===== src/common/mtc_pkg.sv =====
// Constants and types shared by the five-channel timer core.
package mtc_pkg;
    localparam int NCH = 5;
    // Channel c registers sit at c*16 + offset.
    localparam logic [3:0] OFF_CTRL  = 4'h0;
    localparam logic [3:0] OFF_PINF  = 4'h1;
    localparam logic [3:0] OFF_IEN   = 4'h2;
    localparam logic [3:0] OFF_FLAG  = 4'h3;
    localparam logic [3:0] OFF_W16LO = 4'h4;
    localparam logic [3:0] OFF_W16HI = 4'hD;
    // Shared registers.
    localparam logic [6:0] ADR_START = 7'h50;
    localparam logic [6:0] ADR_SYNC  = 7'h51;
    localparam logic [6:0] ADR_MODE  = 7'h52;
    localparam logic [6:0] ADR_BUF   = 7'h53;
    // Reset values and reserved-bit read patterns.
    localparam logic [7:0] RST_CTRL  = 8'h80;
    localparam logic [7:0] RST_PINF  = 8'h88;
    localparam logic [7:0] RST_IEN   = 8'hF8;
    localparam logic [7:0] RST_FLAG  = 8'hF8;
    localparam logic [7:0] RESV_HI5  = 8'hF8;
    localparam logic [7:0] RESV_SHR  = 8'hE0;
    // Flag and enable bit positions.
    localparam int BIT_A = 0;
    localparam int BIT_B = 1;
    localparam int BIT_W = 2;
    // Clear select codes.
    localparam logic [1:0] CLR_NONE = 2'h0;
    localparam logic [1:0] CLR_A    = 2'h1;
    localparam logic [1:0] CLR_B    = 2'h2;
    localparam logic [1:0] CLR_SYNC = 2'h3;
    // Phase counting enable bit in the mode register; channel that owns it.
    localparam int MODE_PHASE = 6;
    localparam int PHASE_CH   = 2;
    localparam logic [15:0] CNT_MAX = 16'hFFFF;
    typedef struct packed {
        logic        rd;
        logic        wr;
        logic        word;
        logic [6:0]  addr;
        logic [15:0] wdata;
    } mtc_bus_s;
    typedef enum logic [1:0] {
        ST_IDLE = 2'b01,
        ST_LOW  = 2'b10
    } mtc_acc_e;
endpackage


===== src/verilog/mtc_core.sv =====
// Five-channel 16-bit timer counter core with its CPU register port.
`timescale 1ns/1ps
`default_nettype none
module mtc_core
    import mtc_pkg::*;
(
    // Clock and reset.
    input  wire logic           i_clk_sys,
    input  wire logic           i_reset,
    input  wire logic           i_standby,
    // CPU register port.
    input  wire mtc_bus_s       i_bus,
    output logic         [15:0] o_bus_rdata,
    output logic                o_bus_ack,
    // Pins.
    input  wire logic     [3:0] i_ext_clk,
    input  wire logic [NCH-1:0] i_cap_a,
    input  wire logic [NCH-1:0] i_cap_b,
    output logic      [NCH-1:0] o_pin_a,
    output logic      [NCH-1:0] o_pin_b,
    // Interrupt requests.
    output logic      [NCH-1:0] o_match_irq_a,
    output logic      [NCH-1:0] o_match_irq_b,
    output logic      [NCH-1:0] o_wrap_irq
);
    logic [15:0] cnt_r [NCH];
    logic [15:0] gra_r [NCH];
    logic [15:0] grb_r [NCH];
    logic [15:0] bra_r [NCH];
    logic [15:0] brb_r [NCH];
    logic [7:0]  tcr_r [NCH];
    logic [7:0]  pin_function_register_r [NCH];
    logic [2:0]  ien_r [NCH];
    logic [2:0]  flg_r [NCH];
    logic [2:0]  arm_r [NCH];
    logic [NCH-1:0] timer_start_register_r, tsnc_r, pwm_r, buf_r;
    logic           phase_r;
    logic [2:0]     pre_r;
    logic [3:0]     ext_q_r;
    logic [NCH-1:0] capa_q_r, capb_q_r;
    mtc_acc_e       st_r;
    logic [6:0]     p2_addr_r;
    logic [7:0]     p2_lo_r, rd_hi_r;
    logic           p2_wr_r, p2_rd_r;

    // Access decode; a split word on an 8-bit register runs its low byte next cycle.
    wire        p2      = (st_r == ST_LOW);
    wire        take    = !p2 && (i_bus.rd || i_bus.wr);
    wire [6:0]  ea      = p2 ? p2_addr_r : i_bus.addr;
    wire        ewr     = p2 ? p2_wr_r : (take && i_bus.wr);
    wire        erd     = p2 ? p2_rd_r : (take && i_bus.rd);
    wire [2:0]  ech     = ea[6:4];
    wire [3:0]  off     = ea[3:0];
    wire        inch    = (ech < 3'(NCH));
    wire        is16    = inch && off >= OFF_W16LO && off <= OFF_W16HI;
    wire        eword   = !p2 && i_bus.word && is16;
    wire        split   = take && i_bus.word && !is16;
    wire [7:0]  bd      = p2 ? p2_lo_r : (split ? i_bus.wdata[15:8] : i_bus.wdata[7:0]);
    wire [15:0] wv      = eword ? i_bus.wdata : {bd, bd};
    wire        be_hi   = eword || !off[0];
    wire        be_lo   = eword || off[0];
    wire [2:0]  idx16   = 3'((off - OFF_W16LO) >> 1);
    wire [2:0]  chs     = inch ? ech : 3'h0;

    function automatic logic [15:0] merge(input logic [15:0] o, input logic h, input logic l,
                                          input logic [15:0] v);
        merge = {h ? v[15:8] : o[15:8], l ? v[7:0] : o[7:0]};
    endfunction

    wire [15:0] pval = merge(cnt_r[chs], be_hi, be_lo, wv);
    logic [NCH-1:0] cnt_wr, clr_own, evt_a, evt_b, cmp_a, cmp_b, ctick, up, presetv, clrv;
    wire            sync_pre = |(cnt_wr & tsnc_r);
    wire            sync_clr = |(clr_own & tsnc_r);
    logic [7:0]     rb8 [NCH];
    logic [15:0]    rw16 [NCH];

    // Count clock ticks for the internal divisions.
    wire [3:0] itick = {pre_r == 3'h7, pre_r[1:0] == 2'h3, pre_r[0], 1'b1};
    wire [3:0] erise = i_ext_clk & ~ext_q_r;
    wire [3:0] efall = ~i_ext_clk & ext_q_r;

    genvar c;
    generate
        for (c = 0; c < NCH; c++) begin : g_ch
            wire       sel   = inch && ech == 3'(c);
            wire       w8    = ewr && sel && !is16;
            wire       w16   = ewr && sel && is16;
            wire [2:0] ps    = tcr_r[c][2:0];
            wire [1:0] eg    = tcr_r[c][4:3];
            wire [1:0] cs    = tcr_r[c][6:5];
            wire [1:0] ep    = ps[1:0];
            wire       etk   = eg == 2'h0 ? erise[ep] : eg == 2'h1 ? efall[ep] : (erise[ep] | efall[ep]);
            wire       ph    = (c == PHASE_CH) && phase_r;
            wire       phtk  = (i_ext_clk[0] ^ ext_q_r[0]) || (i_ext_clk[1] ^ ext_q_r[1]);
            wire       tick  = ph ? phtk : (ps[2] ? etk : itick[ps[1:0]]);
            wire       cpa   = pin_function_register_r[c][2] && !pwm_r[c];
            wire       cpb   = pin_function_register_r[c][6] && !pwm_r[c];
            wire [1:0] ia    = pin_function_register_r[c][1:0];
            wire [1:0] ib    = pin_function_register_r[c][5:4];
            wire       ra    = i_cap_a[c] && !capa_q_r[c];
            wire       fa    = !i_cap_a[c] && capa_q_r[c];
            wire       rb    = i_cap_b[c] && !capb_q_r[c];
            wire       fb    = !i_cap_b[c] && capb_q_r[c];
            wire       capa  = cpa && (ia == 2'h0 ? ra : ia == 2'h1 ? fa : (ra | fa));
            wire       capb  = cpb && (ib == 2'h0 ? rb : ib == 2'h1 ? fb : (rb | fb));
            wire       wrap  = ctick[c] && (up[c] ? cnt_r[c] == CNT_MAX : cnt_r[c] == 16'h0000);
            wire       tsrw  = w8 && off == OFF_FLAG;
            wire [2:0] fset  = {wrap, evt_b[c], evt_a[c]};
            wire [2:0] fclr  = tsrw ? (arm_r[c] & ~bd[2:0]) : 3'h0;
            wire [15:0] cntn = cnt_r[c] + (up[c] ? 16'h0001 : CNT_MAX);

            assign ctick[c]   = timer_start_register_r[c] && tick;
            assign up[c]      = !ph || (i_ext_clk[0] ^ ext_q_r[1]);
            assign cmp_a[c]   = ctick[c] && !cpa && cnt_r[c] == gra_r[c];
            assign cmp_b[c]   = ctick[c] && !cpb && cnt_r[c] == grb_r[c];
            assign evt_a[c]   = cmp_a[c] || capa;
            assign evt_b[c]   = cmp_b[c] || capb;
            assign clr_own[c] = (cs == CLR_A && evt_a[c]) || (cs == CLR_B && evt_b[c]);
            assign clrv[c]    = clr_own[c] || (tsnc_r[c] && cs == CLR_SYNC && sync_clr);
            assign cnt_wr[c]  = w16 && idx16 == 3'h0;
            assign presetv[c] = cnt_wr[c] || (tsnc_r[c] && sync_pre);
            assign rw16[c]    = idx16 == 3'h0 ? cnt_r[c] : idx16 == 3'h1 ? gra_r[c] :
                                idx16 == 3'h2 ? grb_r[c] : idx16 == 3'h3 ? bra_r[c] : brb_r[c];
            assign rb8[c]     = off == OFF_CTRL ? tcr_r[c] : off == OFF_PINF ? pin_function_register_r[c] :
                                off == OFF_IEN ? (RESV_HI5 | 8'(ien_r[c])) :
                                off == OFF_FLAG ? (RESV_HI5 | 8'(flg_r[c])) :
                                (off[0] ? rw16[c][7:0] : rw16[c][15:8]);

            always_ff @(posedge i_clk_sys or posedge i_reset) begin
                if (i_reset) begin
                    cnt_r[c]  <= 16'h0000;
                    tcr_r[c]  <= RST_CTRL;
                    pin_function_register_r[c] <= RST_PINF;
                    ien_r[c]  <= RST_IEN[2:0];
                    flg_r[c]  <= RST_FLAG[2:0];
                    arm_r[c]  <= 3'h0;
                end else if (i_standby) begin
                    cnt_r[c]  <= 16'h0000;
                    tcr_r[c]  <= RST_CTRL;
                    pin_function_register_r[c] <= RST_PINF;
                    ien_r[c]  <= RST_IEN[2:0];
                    flg_r[c]  <= RST_FLAG[2:0];
                    arm_r[c]  <= 3'h0;
                end else begin
                    if (presetv[c]) cnt_r[c] <= pval;
                    else if (clrv[c]) cnt_r[c] <= 16'h0000;
                    else if (ctick[c]) cnt_r[c] <= cntn;
                    if (w8 && off == OFF_CTRL) tcr_r[c] <= 8'h80 | bd;
                    if (w8 && off == OFF_PINF) pin_function_register_r[c] <= 8'h88 | bd;
                    if (w8 && off == OFF_IEN) ien_r[c] <= bd[2:0];
                    // Set wins over a clear landing in the same cycle.
                    flg_r[c] <= (flg_r[c] & ~fclr) | fset;
                    if (tsrw) arm_r[c] <= 3'h0;
                    else if (erd && sel && off == OFF_FLAG) arm_r[c] <= flg_r[c];
                end
            end

            always_ff @(posedge i_clk_sys or posedge i_reset) begin
                if (i_reset) begin
                    gra_r[c] <= CNT_MAX;
                    grb_r[c] <= CNT_MAX;
                    bra_r[c] <= CNT_MAX;
                    brb_r[c] <= CNT_MAX;
                    o_pin_a[c] <= 1'b0;
                    o_pin_b[c] <= 1'b0;
                end else if (i_standby) begin
                    gra_r[c] <= CNT_MAX;
                    grb_r[c] <= CNT_MAX;
                    bra_r[c] <= CNT_MAX;
                    brb_r[c] <= CNT_MAX;
                    o_pin_a[c] <= 1'b0;
                    o_pin_b[c] <= 1'b0;
                end else begin
                    if (capa) gra_r[c] <= cnt_r[c];
                    else if (cmp_a[c] && buf_r[c]) gra_r[c] <= bra_r[c];
                    else if (w16 && idx16 == 3'h1) gra_r[c] <= merge(gra_r[c], be_hi, be_lo, wv);
                    if (capb) grb_r[c] <= cnt_r[c];
                    else if (cmp_b[c] && buf_r[c]) grb_r[c] <= brb_r[c];
                    else if (w16 && idx16 == 3'h2) grb_r[c] <= merge(grb_r[c], be_hi, be_lo, wv);
                    if (capa && buf_r[c]) bra_r[c] <= gra_r[c];
                    else if (w16 && idx16 == 3'h3) bra_r[c] <= merge(bra_r[c], be_hi, be_lo, wv);
                    if (capb && buf_r[c]) brb_r[c] <= grb_r[c];
                    else if (w16 && idx16 == 3'h4) brb_r[c] <= merge(brb_r[c], be_hi, be_lo, wv);
                    // Equal A and B leave the PWM level unchanged.
                    if (pwm_r[c]) begin
                        if (cmp_a[c] && !cmp_b[c]) o_pin_a[c] <= 1'b1;
                        else if (cmp_b[c] && !cmp_a[c]) o_pin_a[c] <= 1'b0;
                    end else if (cmp_a[c] && ia != 2'h0) begin
                        o_pin_a[c] <= ia == 2'h2 || (ia == 2'h3 && (c == PHASE_CH || !o_pin_a[c]));
                    end
                    if (!pwm_r[c] && cmp_b[c] && ib != 2'h0) begin
                        o_pin_b[c] <= ib == 2'h2 || (ib == 2'h3 && (c == PHASE_CH || !o_pin_b[c]));
                    end
                end
            end
        end
    endgenerate

    // Shared registers, bus sequencing and request outputs.
    wire [7:0] rsh = ea == ADR_START ? (RESV_SHR | 8'(timer_start_register_r)) : ea == ADR_SYNC ? (RESV_SHR | 8'(tsnc_r)) :
                     ea == ADR_MODE ? {1'b1, phase_r, 1'b0, pwm_r} : ea == ADR_BUF ? (RESV_SHR | 8'(buf_r)) : 8'h00;
    wire [7:0] rbyte = inch ? rb8[chs] : rsh;

    always_ff @(posedge i_clk_sys or posedge i_reset) begin
        if (i_reset) begin
            {timer_start_register_r, tsnc_r, pwm_r, buf_r} <= '0;
            phase_r <= 1'b0;
        end else if (i_standby) begin
            {timer_start_register_r, tsnc_r, pwm_r, buf_r} <= '0;
            phase_r <= 1'b0;
        end else if (ewr && !inch) begin
            if (ea == ADR_START) timer_start_register_r <= bd[NCH-1:0];
            if (ea == ADR_SYNC) tsnc_r <= bd[NCH-1:0];
            if (ea == ADR_MODE) {phase_r, pwm_r} <= {bd[MODE_PHASE], bd[NCH-1:0]};
            if (ea == ADR_BUF) buf_r <= bd[NCH-1:0];
        end
    end

    always_ff @(posedge i_clk_sys or posedge i_reset) begin
        if (i_reset) begin
            st_r        <= ST_IDLE;
            p2_addr_r   <= 7'h00;
            p2_lo_r     <= 8'h00;
            p2_wr_r     <= 1'b0;
            p2_rd_r     <= 1'b0;
            rd_hi_r     <= 8'h00;
            o_bus_ack   <= 1'b0;
            o_bus_rdata <= 16'h0000;
        end else begin
            st_r        <= split ? ST_LOW : ST_IDLE;
            p2_addr_r   <= 7'(ea + 7'h01);
            p2_lo_r     <= i_bus.wdata[7:0];
            p2_wr_r     <= take && i_bus.wr;
            p2_rd_r     <= take && i_bus.rd;
            rd_hi_r     <= rbyte;
            o_bus_ack   <= (take && !split) || p2;
            if (erd) o_bus_rdata <= eword ? rw16[chs] : (p2 ? {rd_hi_r, rbyte} : {8'h00, rbyte});
        end
    end

    always_ff @(posedge i_clk_sys or posedge i_reset) begin
        if (i_reset) begin
            pre_r    <= 3'h0;
            ext_q_r  <= 4'h0;
            capa_q_r <= '0;
            capb_q_r <= '0;
            o_match_irq_a <= '0;
            o_match_irq_b <= '0;
            o_wrap_irq    <= '0;
        end else begin
            pre_r    <= pre_r + 3'h1;
            ext_q_r  <= i_ext_clk;
            capa_q_r <= i_cap_a;
            capb_q_r <= i_cap_b;
            for (int k = 0; k < NCH; k++) begin
                o_match_irq_a[k] <= flg_r[k][BIT_A] && ien_r[k][BIT_A];
                o_match_irq_b[k] <= flg_r[k][BIT_B] && ien_r[k][BIT_B];
                o_wrap_irq[k]    <= flg_r[k][BIT_W] && ien_r[k][BIT_W];
            end
        end
    end

    wire wr0f = ewr && ech == 3'h0 && off == OFF_FLAG && !is16;
endmodule
`default_nettype wire


===== config.mk =====
export PLATFORM = sky130hd
export DESIGN_NAME = mtc_core
export DESIGN_NICKNAME = d
export VERILOG_FILES = /design/src/common/mtc_pkg.sv /design/src/verilog/mtc_core.sv
export SDC_FILE = /design/constraint.sdc
export NUM_CORES = 2
export LEC_CHECK = 0
export ABC_AREA = 0
export BUFFER_PORTS_ARGS = -buffer_cell sky130_fd_sc_hd__buf_4
export CORE_MARGIN = 1
export CORE_UTILIZATION = 45
export CTS_BUF_LIST = sky130_fd_sc_hd__clkbuf_4 sky130_fd_sc_hd__clkbuf_8
export CTS_CLUSTER_SIZE = 8
export DETAILED_ROUTE_END_ITERATION = 8
export HOLD_SLACK_MARGIN = 0.12
export PLACE_DENSITY = 0.6
export SLEW_MARGIN = 20
export SYNTH_ARGS = -nofsm -noshare
export SYNTH_HDL_FRONTEND = slang
export SYNTH_SLANG_ARGS = --single-unit

===== constraint.sdc =====
create_clock -name i_clk_sys -period 22.5 [get_ports i_clk_sys]
set_input_delay 4.5 -clock i_clk_sys [delete_from_list [all_inputs] [get_ports i_clk_sys]]
set_output_delay 4.5 -clock i_clk_sys [all_outputs]
set_load 0.005 [all_outputs]

==> run metrics <==
RSZ-0062 raised after global routing=false; Seq/Total Area, Yosys=36.6%; Buffers on Ports=84; # hold bufs at CTS=0; metal2 WL=between 80000 and 90000 microns; largest family of logic cells by synthesized area=compound AO/OA/AOI/OAI gates; GRT Overall Usage=between 40% and 50%; P&R area growth vs syn=10.0%; TritonRoute pass-1 iters=9; Vias=44.1k; Setup Fix Bufs, Post-CTS=0; Worst Path Arrival=9.97 ns; die outline width=312 microns; share of cells above drive strength 1=19.4%; YS warnings=0; wire per inst=33.8 microns; row cnt=113; Residual DRC=35; Die Y=312 microns; endpoints failing hold=0; GRT Residual Overflow=0; Inserted Clock Buffers=approximately 120; asr flop ratio synth=100%; fmax=about 0.11 GHz; final WL=around 220000 microns; CTS max path bufs=3; post-synthesis adder-cell area fraction=1.66%; Post-Synthesis Net Count=approximately 5.2k; final setup violation count=0; Final Max Tran Viols=0; WS Path Type=in -> reg; Setup TNS Final=0 ns; H-tree depth=3; Mapped Area=0.0433 sq mm; Worst VDD drop=0.0000444 V; Tmin final=9.24 ns; Final Skew=0.0418 ns; fin nets=5101; Post-Synthesis Cells=5098; Hold Path Class=reg -> reg; Post-Route Utilization=approximately half; first-pass GRT wire length=roughly 310000 microns; Starting Density=45.5%; status=finished, violations left; met3 wire len=33700 microns; failing checks=design-rule violations; most used flip-flop cell after synthesis=dfstp_2; full die area=0.0975 sq mm; DRT antenna net count=0; CP max stage delay=1.18 ns; post-cts sizing count=0; period utilization=about 40%; Synth Register Bits=617; critical-path cell list=buf_4 > mux2i_4 > buf_4 > inv_2 > ha_1 > nor2_1 > a21o_1 > o31ai_4 > mux2i_1 > nand2_1 > a21boi_4 > nand2_1 > o211ai_1 > a31oi_1; post-synth top area cell=dfstp_2; synthesized-area fraction occupied by and/or/nand/nor cells=approximately 18%; average cell area after synthesis=8.49 sq um; Post-synth top cells=nor2_1, nand2_1, a21oi_1; Via density=6.92; Final WS setup=between 10 and 15 ns; CTS tree=yes; crit path max fanout=35; num ports=85; clk_lat worst skew=0.85 ns; pre-CTS WS=12.33 ns; clock root cell=clkbuf_8; total of max-cap violations=0; Critical Path Sink Type=flip-flop; slew margin rel.=6.45%; Critical Path Source Type=input port; number of synthesized flops with an enable pin=0; GP Congestion=approximately 1.1; fraction of synthesized area in multiplexers=under 10%; most frequent cell after synthesis=nor2_1; met1 WL=80200 microns; Reg clk slew, reported paths=0.06 ns; top post-synthesis cells by area=dfstp_2, dfrtp_1, mux2i_1; critical path required time=around 23 ns; Num Clock Sinks=slightly above 600; uppermost layer routed=met5; initial antenna violation count=17; Pwr Density=71.8 mW/mm^2; largest net degree at the start of global routing=146; post-synthesis xor/xnor area fraction=under 10%; Tightest Pin Transition=1.40 ns; hpwl dp=approximately 150000 microns; Compound-Gate Fraction of Synth Area=25.9%; drt initial violations=6949; total leakage power=19.3 nW; vias in the first global route=40.5k; Cell variety after synth=around 110; slowest cell on the critical path=a21boi_4; area share of the largest cell type after synthesis=about a fifth; core area=around 0.095 sq mm
## final cells by class
| class | instances | area [sq um] |
|---|---|---|
| antenna | 12 | 30.0 |
| clock buffer | 197 | 2380 |
| clock inverter | 18 | 120 |
| fill | 9166 | 47500 |
| inverter | 94 | 362 |
| multi-input combinational | 3951 | 25600 |
| sequential | 617 | 15800 |
| tap | 1265 | 1580 |
| timing repair buffer | 221 | 1740 |
## through the flow
stage | instances | power, W | hold WS (ns) | area (sq um)
final | 6375 | 0.00342 | 0.483 | 47600
after global routing | 6367 | 0.00350 | 0.497 | 47600
after CTS | 6360 | 0.00336 | 0.485 | 47500
after detailed placement | 6145 | 0.00216 | 0.471 | 45000
after global placement | 6145 | 0.00215 | 0.464 | 45000
after floorplan | 5098 | 0.00178 | 0.456 | 43300
## worst max-delay path, delay by kind of cell
family | cells | cell delay (ns)
AO/OA/AOI/OAI | 5 | 2.43
multiplexers | 2 | 0.45
buffers and inverters | 3 | 1.01
adder cells (fa/ha/maj) | 1 | 0.57
AND/OR/NAND/NOR | 3 | 0.95
## cell usage in the layout, fill, tap and decap left out, drive strengths merged, types with 95 or more instances in the layout
cell type  synthesis  final
inv               92     95
o22a             197    197
nand3            112    112
a211oi           106    106
clkbuf           320    198
mux2i            264    264
a21oi            442    442
xor2             164    164
dfstp            321    321
buf              116    220
nor2             680    680
o21ai            282    282
nand2            578    578
dfrtp            296    296
## power breakdown
group | internal, W | switching, W
sequential | 0.00125 | 0.000103
combinational | 0.000265 | 0.000597
clock | 0.000663 | 0.000544
## per-layer routing
metal / up-vias / global-route usage [%]
met2: 3369 / 58.5
met1: 21508 / 55.2
met5: - / 1.64
met4: 8 / 26.7
li1: 18462 / -
met3: 798 / 20.0
## path summary, 6_finish.rpt
kind,from,endpoint,slack (ns),cells past startpoint
setup / recovery,i_bus[16],gra_r[42],13.26,14
max in group asynchronous,i_reset,cnt_r[71],16.22,4
setup reg to reg,st_r[1],gra_r[54],15.86,11
hold / removal,o_bus_rdata[15],o_bus_rdata[15],0.48,2
min in group asynchronous,i_reset,p2_addr_r[6],3.80,2
hold reg to reg,o_bus_rdata[15],o_bus_rdata[15],0.48,2
## sequential cells by signal, summed over array words and instances (netlist names), 10 cells and up
name and flops:
bra_r 80, brb_r 80, cnt_r 80, gra_r 80, grb_r 80, o_bus_rdata 16, arm_r 15, flg_r 15
ien_r 15, g_ch.cs 10, g_ch.eg 10, g_ch.ep 10, g_ch.ia 10, g_ch.ib 10, pin_function_register_r 10
## cells by family after synthesis
group / count (synthesis)
fa+ha+maj: 57
simple gates: 1741
compound gates: 1617
flops: 617
buf+inv: 530
xor+xnor: 203
mux: 333
Power figures use the tool's default switching activity.
